## src/logic/lrc_pkg.sv

```systemverilog
// Package of register offsets, fields, reset values and types for the block.
`default_nettype none
package lrc_pkg;
	localparam logic [15:0] LRC_OFS_FAULT_HWC = 16'h407d;
	localparam logic [15:0] LRC_OFS_ON_SETUP = 16'h407e;
	localparam logic [15:0] LRC_OFS_SLP_SETUP = 16'h407f;
	localparam logic [15:0] LRC_OFS_IRQ_STATUS = 16'h4090;
	localparam logic [15:0] LRC_OFS_IRQ_MASK = 16'h4091;
	localparam logic [15:0] LRC_RST_FAULT_HWC = 16'h0200;
	localparam logic [15:0] LRC_RST_ON_SETUP = 16'h0000;
	localparam logic [15:0] LRC_RST_SLP_SETUP = 16'h0100;
	localparam logic [15:0] LRC_RST_IRQ_MASK = 16'h0000;
	localparam logic [15:0] LRC_FAULT_HWC_MASK = 16'hdfc0;
	localparam logic [15:0] LRC_SETUP_MASK = 16'he11f;
	localparam int LRC_BIT_UV_EVENT = 0;
	localparam int LRC_SYNC_STAGES = 2;
	typedef enum logic [1:0] {
		LRC_UV_IGNORE,
		LRC_UV_OFF_REG,
		LRC_UV_OFF_SYS,
		LRC_UV_RESERVED
	} lrc_uv_action_t;
	typedef struct packed {
		lrc_uv_action_t undervoltageAction;
		logic spare13;
		logic [1:0] hwControlSource;
		logic hwControlVoltageChoice;
		logic [1:0] hwControlBehaviour;
		logic outputFloatWhenOff;
		logic switchStyleSelect;
		logic [5:0] spareLow;
	} lrc_fault_hwc_t;
	typedef struct packed {
		logic [2:0] slot;
		logic [3:0] spareHigh;
		logic powerMode;
		logic [2:0] spareMid;
		logic [4:0] voltage;
	} lrc_setup_t;
	typedef struct packed {
		logic enable;
		logic lowPower;
		logic [4:0] voltage;
		logic discharge;
		logic switchMode;
	} lrc_reg_drive_t;
	typedef struct packed {
		logic [15:0] addr;
		logic [15:0] wdata;
		logic wr;
		logic rd;
	} lrc_bus_req_t;
endpackage
`default_nettype wire

```

## src/logic/lrc_regulator_ctrl.sv

```systemverilog
// Control registers and control decode for one linear regulator.
`default_nettype none
module lrc_regulator_ctrl
	import lrc_pkg::*;
(
	input wire logic mclk,
	input wire logic rstn,
	input wire logic [15:0] busAddr,
	input wire logic [15:0] busWdata,
	input wire logic busWr,
	input wire logic busRd,
	output logic [15:0] busRdata,
	input wire logic underVoltage,
	input wire logic hwControl1,
	input wire logic hwControl2,
	input wire logic hwEnable1,
	input wire logic hwEnable2,
	input wire logic seqStartup,
	input wire logic seqSleep,
	input wire logic [2:0] seqSlot,
	input wire logic seqSlotStrobe,
	output lrc_reg_drive_t regDrive,
	output logic [9:0] voltageMillivoltsDiv5,
	output logic systemResetReq,
	output logic irq
);
	// ------------------------------------------------------------
	// Reset release and input synchronisers
	// ------------------------------------------------------------
	logic [1:0] rstSync_reg;
	logic rstnInt;
	always_ff @(posedge mclk or negedge rstn) begin
		if (!rstn) begin
			rstSync_reg <= 2'h0;
		end else begin
			rstSync_reg <= {rstSync_reg[0], 1'b1};
		end
	end
	assign rstnInt = rstSync_reg[1];

	logic [4:0] pinMeta_reg;
	logic [4:0] pinSync_reg;
	always_ff @(posedge mclk or negedge rstnInt) begin
		if (!rstnInt) begin
			pinMeta_reg <= 5'h00;
			pinSync_reg <= 5'h00;
		end else begin
			pinMeta_reg <= {underVoltage, hwControl1, hwControl2,
				hwEnable1, hwEnable2};
			pinSync_reg <= pinMeta_reg;
		end
	end
	logic uvSync;
	logic hwc1;
	logic hwc2;
	logic hwe1;
	logic hwe2;
	assign {uvSync, hwc1, hwc2, hwe1, hwe2} = pinSync_reg;

	// ------------------------------------------------------------
	// Register file
	// ------------------------------------------------------------
	lrc_fault_hwc_t faultHwc_reg;
	lrc_setup_t onSetup_reg;
	lrc_setup_t slpSetup_reg;
	logic [15:0] irqMask_reg;
	logic [15:0] irqStatus_reg;
	logic uvPrev_reg;
	logic uvEvent;

	// ------------------------------------------------------------
	// Write decode
	// ------------------------------------------------------------
	logic wrFaultHwc;
	logic wrOnSetup;
	logic wrSlpSetup;
	logic wrIrqMask;
	logic wrIrqStatus;
	assign wrFaultHwc = busWr && busAddr == LRC_OFS_FAULT_HWC;
	assign wrOnSetup = busWr && busAddr == LRC_OFS_ON_SETUP;
	assign wrSlpSetup = busWr && busAddr == LRC_OFS_SLP_SETUP;
	assign wrIrqMask = busWr && busAddr == LRC_OFS_IRQ_MASK;
	assign wrIrqStatus = busWr && busAddr == LRC_OFS_IRQ_STATUS;

	// Reserved bits are dropped on write so that they always read zero.
	always_ff @(posedge mclk or negedge rstnInt) begin
		if (!rstnInt) begin
			faultHwc_reg <= lrc_fault_hwc_t'(LRC_RST_FAULT_HWC);
		end else if (wrFaultHwc) begin
			faultHwc_reg <=
				lrc_fault_hwc_t'(busWdata & LRC_FAULT_HWC_MASK);
		end
	end

	always_ff @(posedge mclk or negedge rstnInt) begin
		if (!rstnInt) begin
			onSetup_reg <= lrc_setup_t'(LRC_RST_ON_SETUP);
		end else if (wrOnSetup) begin
			onSetup_reg <= lrc_setup_t'(busWdata & LRC_SETUP_MASK);
		end
	end

	// Sleep mode resets to low power and voltage to code zero.
	always_ff @(posedge mclk or negedge rstnInt) begin
		if (!rstnInt) begin
			slpSetup_reg <= lrc_setup_t'(LRC_RST_SLP_SETUP);
		end else if (wrSlpSetup) begin
			slpSetup_reg <= lrc_setup_t'(busWdata & LRC_SETUP_MASK);
		end
	end

	// Only the undervoltage bit exists in the mask.
	always_ff @(posedge mclk or negedge rstnInt) begin
		if (!rstnInt) begin
			irqMask_reg <= LRC_RST_IRQ_MASK;
		end else if (wrIrqMask) begin
			irqMask_reg <= busWdata & 16'h0001;
		end
	end

	// ------------------------------------------------------------
	// Interrupts
	// ------------------------------------------------------------

	// An undervoltage event is a rising edge of the synchronised flag.
	always_ff @(posedge mclk or negedge rstnInt) begin
		if (!rstnInt) begin
			uvPrev_reg <= 1'b0;
		end else begin
			uvPrev_reg <= uvSync;
		end
	end
	assign uvEvent = uvSync && !uvPrev_reg;

	// Status is sticky, cleared by writing one; a new event wins.
	always_ff @(posedge mclk or negedge rstnInt) begin
		if (!rstnInt) begin
			irqStatus_reg <= 16'h0000;
		end else begin
			if (wrIrqStatus) begin
				irqStatus_reg <= irqStatus_reg & ~busWdata;
			end
			if (uvEvent) begin
				irqStatus_reg[LRC_BIT_UV_EVENT] <= 1'b1;
			end
		end
	end
	assign irq = |(irqStatus_reg & irqMask_reg);

	// ------------------------------------------------------------
	// Read path
	// ------------------------------------------------------------
	logic [15:0] readNext;
	always_comb begin
		readNext = 16'h0000;
		if (busRd) begin
			case (busAddr)
				LRC_OFS_FAULT_HWC: readNext = faultHwc_reg;
				LRC_OFS_ON_SETUP: readNext = onSetup_reg;
				LRC_OFS_SLP_SETUP: readNext = slpSetup_reg;
				LRC_OFS_IRQ_STATUS: readNext = irqStatus_reg;
				LRC_OFS_IRQ_MASK: readNext = irqMask_reg;
				default: readNext = 16'h0000;
			endcase
		end
	end

	// Read data stand for one cycle only and are zero otherwise.
	always_ff @(posedge mclk or negedge rstnInt) begin
		if (!rstnInt) begin
			busRdata <= 16'h0000;
		end else begin
			busRdata <= readNext;
		end
	end

	// ------------------------------------------------------------
	// Undervoltage response
	// ------------------------------------------------------------
	logic uvShutdown_reg;
	logic startupFirstSlot;
	assign startupFirstSlot = seqStartup && seqSlotStrobe && seqSlot == 3'h1;

	// A regulator-only shutdown holds until a fresh start-up begins.
	always_ff @(posedge mclk or negedge rstnInt) begin
		if (!rstnInt) begin
			uvShutdown_reg <= 1'b0;
		end else if (startupFirstSlot) begin
			uvShutdown_reg <= 1'b0;
		end else if (uvEvent &&
			faultHwc_reg.undervoltageAction == LRC_UV_OFF_REG) begin
			uvShutdown_reg <= 1'b1;
		end
	end

	// The system reset request is a single-cycle pulse per event.
	always_ff @(posedge mclk or negedge rstnInt) begin
		if (!rstnInt) begin
			systemResetReq <= 1'b0;
		end else begin
			systemResetReq <= 1'b0;
			if (uvEvent) begin
				case (faultHwc_reg.undervoltageAction)
					LRC_UV_OFF_SYS: systemResetReq <= 1'b1;
					LRC_UV_RESERVED: ;
					default: ;
				endcase
			end
		end
	end

	// ------------------------------------------------------------
	// Sequencer timeslots
	// ------------------------------------------------------------
	logic onByHwEnable;
	logic hwEnableLevel;
	logic seqOn_reg;
	logic inSleep_reg;
	assign onByHwEnable = onSetup_reg.slot[2] && onSetup_reg.slot[1];
	assign hwEnableLevel = onSetup_reg.slot[0] ? hwe2 : hwe1;

	logic [2:0] slpDisableSlot;
	logic [2:0] slpSleepSlot;
	logic slpIsDisable;
	always_comb begin
		slpDisableSlot = 3'h0;
		slpSleepSlot = 3'h0;
		slpIsDisable = 1'b0;
		case (slpSetup_reg.slot)
			3'h0: slpSleepSlot = 3'h5;
			3'h6: slpSleepSlot = 3'h3;
			3'h7: slpSleepSlot = 3'h1;
			default: begin
				if (onByHwEnable) begin
					slpSleepSlot = 3'h6 - slpSetup_reg.slot;
				end else begin
					slpIsDisable = 1'b1;
					slpDisableSlot = 3'h6 - slpSetup_reg.slot;
				end
			end
		endcase
	end

	// Sequencer enable: set in its start-up slot, cleared in its
	// sleep disable slot.
	always_ff @(posedge mclk or negedge rstnInt) begin
		if (!rstnInt) begin
			seqOn_reg <= 1'b0;
		end else if (seqSlotStrobe && seqStartup) begin
			if (!onByHwEnable && onSetup_reg.slot != 3'h0 &&
				seqSlot == onSetup_reg.slot) begin
				seqOn_reg <= 1'b1;
			end
		end else if (seqSlotStrobe && seqSleep) begin
			if (slpIsDisable && seqSlot == slpDisableSlot) begin
				seqOn_reg <= 1'b0;
			end
		end
	end

	// Sleep settings apply from their slot until the next start-up.
	always_ff @(posedge mclk or negedge rstnInt) begin
		if (!rstnInt) begin
			inSleep_reg <= 1'b0;
		end else if (seqSlotStrobe && seqStartup) begin
			inSleep_reg <= 1'b0;
		end else if (seqSlotStrobe && seqSleep) begin
			if (!slpIsDisable && seqSlot == slpSleepSlot) begin
				inSleep_reg <= 1'b1;
			end
		end
	end

	// ------------------------------------------------------------
	// Hardware control and output drive
	// ------------------------------------------------------------
	logic hwcActive;
	always_comb begin
		case (faultHwc_reg.hwControlSource)
			2'h1: hwcActive = hwc1;
			2'h2: hwcActive = hwc2;
			2'h3: hwcActive = hwc1 || hwc2;
			default: hwcActive = 1'b0;
		endcase
	end

	// Settings of the present sequence state, before hardware control.
	logic [4:0] stateVoltage;
	logic stateLowPower;
	assign stateVoltage = inSleep_reg ? slpSetup_reg.voltage
		: onSetup_reg.voltage;
	assign stateLowPower = inSleep_reg ? slpSetup_reg.powerMode
		: onSetup_reg.powerMode;

	// Hardware control overrides the state settings; an undervoltage
	// shutdown has the last word over every enable source.
	lrc_reg_drive_t driveNext;
	always_comb begin
		driveNext.enable = onByHwEnable ? hwEnableLevel : seqOn_reg;
		driveNext.lowPower = stateLowPower;
		driveNext.voltage = stateVoltage;
		if (hwcActive) begin
			driveNext.voltage = faultHwc_reg.hwControlVoltageChoice
				? slpSetup_reg.voltage
				: onSetup_reg.voltage;
			case (faultHwc_reg.hwControlBehaviour)
				2'h1: driveNext.enable = 1'b0;
				2'h3: driveNext.lowPower = onSetup_reg.powerMode;
				default: driveNext.lowPower = 1'b1;
			endcase
		end
		if (uvShutdown_reg) begin
			driveNext.enable = 1'b0;
		end
		driveNext.discharge = !driveNext.enable &&
			!faultHwc_reg.outputFloatWhenOff;
		driveNext.switchMode = faultHwc_reg.switchStyleSelect;
	end

	// Output voltage in 5 mV units: 1.0 V base, two step sizes.
	logic [9:0] mvNext;
	always_comb begin
		if (driveNext.voltage <= 5'h0c) begin
			mvNext = 10'd200 + 10'(driveNext.voltage) * 10'd10;
		end else begin
			mvNext = 10'd340 + 10'(driveNext.voltage - 5'h0d)
				* 10'd20;
		end
	end

	always_ff @(posedge mclk or negedge rstnInt) begin
		if (!rstnInt) begin
			regDrive <= '0;
			voltageMillivoltsDiv5 <= 10'd200;
		end else begin
			regDrive <= driveNext;
			voltageMillivoltsDiv5 <= mvNext;
		end
	end
endmodule
`default_nettype wire

```

## config.mk

```make
export PLATFORM = sky130hd
export DESIGN_NAME = lrc_regulator_ctrl
export DESIGN_NICKNAME = d
export VERILOG_FILES = /design/src/logic/lrc_pkg.sv /design/src/logic/lrc_regulator_ctrl.sv
export SDC_FILE = /design/constraint.sdc
export NUM_CORES = 1
export LEC_CHECK = 0
export ABC_AREA = 1
export BUFFER_PORTS_ARGS = -buffer_cell sky130_fd_sc_hd__buf_2
export CAP_MARGIN = 20
export CORE_ASPECT_RATIO = 0.8
export CORE_MARGIN = 2
export CORE_UTILIZATION = 48
export CTS_BUF_LIST = sky130_fd_sc_hd__clkbuf_16
export DETAILED_ROUTE_END_ITERATION = 10
export PLACE_DENSITY = 0.69
export SYNTH_ARGS = -nofsm -noshare
export SYNTH_HDL_FRONTEND = slang
export SYNTH_SLANG_ARGS = --single-unit
export TNS_END_PERCENT = 30
```

## constraint.sdc

```tcl
create_clock -name mclk -period 4 [get_ports mclk]
set_input_delay 0.4 -clock mclk [delete_from_list [all_inputs] [get_ports mclk]]
set_output_delay 0.4 -clock mclk [all_outputs]
set_load 0.1 [all_outputs]
```

==> flow_summary.ini <==
[critical_path]
crit_path_start_kind = flip-flop
endpoint_kind = flip-flop
max_stage_delay_ns = 0.60
critPathKind = reg -> reg
crit_fanout = 14
rr_worst_depth = 17
path_common_cell = nand2_1
worst-path-buf-inv = 3
path_cells = inv_2 > nand2_1 > nand2_1 > nand2_1 > nand2_2 > nand2_4 > nand2_2 > nand2_4 > nand2_1 > ha_1 > inv_1 > fa_1 > inv_1 > o21ai_0 > nand3_1 > nor2_1 > nor2_2
rr_startpoint = faultHwc_reg[10]$_DFFE_PN0P_
crit_family = simple AND/OR/NAND/NOR gates
cp.arrival_ns = 3.45
crit_required_ns = 4.24
ff2ff_setup_slack_ns = 0.79
slowest_stage = fa_1
r2r-end = voltageMillivoltsDiv5[9]$_DFF_PN0_

[clock_network]
clock_latency_ns = 0.35
cts-root-buf = clkbuf_16
cts_tree = yes
cts_setup_buffers = 0
cts_max_level = 3
clk_path_buf_depth = 2
numCtsBuffers = 9
cts.sink_count = 95
cts.clk_slew.worst_paths_ns = 0.07

[floorplanning]
rows = 33
die_y_um = 95.2
die_w_um = 118
die_area_sq_mm = 0.0112
ioPinCount = 84
core_sq_mm = 0.0102
initial_core_util_pct = 49.0

[yosys]
synth-edff-count = 0
synth_top_area_cell = dfrtp_1
netlist_top_cells_count = nand2_1 (147), dfrtp_1 (90), inv_1 (81)
syn_area_per_cell_sq_um = 8.41
ys_async_sr_fraction_pct = 100
synth_flop_cell = dfrtp_1
synth_seq_area_share_pct = 47.7
mappedNetlistNets = 663
syn_area_sq_mm = 0.00499
yosysUniqueCellTypes = 40
syn_inst = 594
synth_seq_cells = 95
synth_most_common_cell = nand2_1
yosys-top-cells-area = dfrtp_1 (45%), nand2_1 (11%), inv_1 (6.1%), ha_1 (5.0%), nor2_1 (3.8%)
synth_top_area_share_pct = 45.1
yosys_warnings = 0

[route]
num_vias = 4104
route.detailed.drc = 0
ant_nets = 0
drt_iter0_markers = 330
post_drt_wl_per_cell_um = 13.5
drt-vias-per-instance = 5.00
wirelength_mm = 11.1
dr.pass1.iters = 4

[sta]
final-setup-viol-count = 0
period_needed_ns = 3.21
worst_slew_pin_slew_ns = 0.931
clock.fmax_mhz = 311
fin_tns_setup_ns = 0
hold_violations = 0
whs_ns = 0.151
fin_skew_ns = 0.0102
maxSlewViolCount = 0
rsz0062_at_grt = no
period_share_pct = 80.3
maxSlewHeadroom_pct = 38.0

[hold_path]
min_from = hwControl1
holdPathEnd = pinMeta_reg[3]$_DFF_PN0_
whs_path_depth = 1
worstHoldPathType = in -> reg

[power_and_ir_drop]
irDropWorstVdd_mv = 0.274
p_leak_uw = 0.00311
power.density_mw_per_mm2 = 452

[final_layout]
fillers = 929
drive_gt1_share_pct = 22.3
antenna_cells = 0
multiInputGateArea_sq_mm = 0.00218
num-nets-final = 745
area_delta_synth_final_pct = 15.9
regArea_sq_mm = 0.00239

[grt]
antenna_found_initial = 0
grt_pass1_wl_mm = 19.2
overflow = 0
grt_max_degree = 75
grt_pass1_vias = 4103
grt_usage_pct = 21.7

[placement]
dp_hpwl_mm = 8.15
portBuffers = 82
gp_congestion = 0.908

[job]
maxCapViolCount = 0

[outcome]
status = finished clean
[cell families after synthesis]
kind of cell | share of synthesized area [%]
buffers and inverters | 8.54
DFF | 47.7
adders and majority gates | 5.81
AOI/OAI and AO/OA | 8.77
other | 0.150
and+or+nand+nor | 27.1
xor gates and xnor gates | 1.93
[worst max-delay path by stage]
stage | start | to | slack [ns] | cells past startpoint
final | faultHwc_reg[10]$_DFFE_PN0P_ | voltageMillivoltsDiv5[9]$_DFF_PN0_ | 0.79 | 17
after global routing | faultHwc_reg[10]$_DFFE_PN0P_ | voltageMillivoltsDiv5[8]$_DFF_PN0_ | 0.44 | 18
after CTS | faultHwc_reg[10]$_DFFE_PN0P_ | voltageMillivoltsDiv5[9]$_DFF_PN0_ | 0.82 | 17
after detailed placement | faultHwc_reg[10]$_DFFE_PN0P_ | voltageMillivoltsDiv5[9]$_DFF_PN0_ | 0.85 | 17
after global placement | faultHwc_reg[12]$_DFFE_PN0P_ | voltageMillivoltsDiv5[9]$_DFF_PN0_ | 0.99 | 17
after floorplan | faultHwc_reg[12]$_DFFE_PN0P_ | voltageMillivoltsDiv5[9]$_DFF_PN0_ | 1.12 | 18
[routing by layer]
metal	routed length, um	track usage [%]	vias to the layer above
met1	5240	28.9	1945
li1	-	-	2031
met5	0	0	-
met2	4990	34.7	112
met3	693	5.32	16
met4	133	8.13	0
[cells in the final DEF, fill, tap and decap left out, drive strengths merged, types with 4 or more instances in the layout]
cell	n
nor2	69
xnor2	4
buf	83
o21ai	42
clkbuf	9
nand2	160
nand4	9
xor2	7
dfrtp	90
a21oi	31
inv	88
dfstp	5
nor3	5
nand3	38
ha	20
[metrics by stage]
stage	utilization, %	std cells	power, uW	worst slack, ns	area (sq um)
after CTS	56.7	821	2640	0.820	5790
after detailed placement	53.7	804	1790	0.847	5480
after global routing	56.7	821	2750	0.445	5790
after floorplan	-	594	1650	1.12	4990
after global placement	53.7	804	1780	0.990	5480
final	56.7	821	2610	0.787	5790
[what timing repair did]
item                      in CTS  in global routing
hold buffers                   1                  0
resized for setup              0                  0
hold endpoints to repair       2                  0
[report_power, final]
group | total [uW] | internal, uW | switching [uW]
registers | 1040 | 1010 | 25.9
logic | 732 | 183 | 549
clock network | 842 | 441 | 401
total | 2610 | 1640 | 977
[cell type report]
class	count	area share [%]
inverter	84	5.45
multi-input combinational	402	37.7
clock buffer	9	3.89
timing repair buffer	84	7.39
clock inverter	7	1.25
tap	140	3.03
sequential	95	41.3
Power figures use the tool's default switching activity.
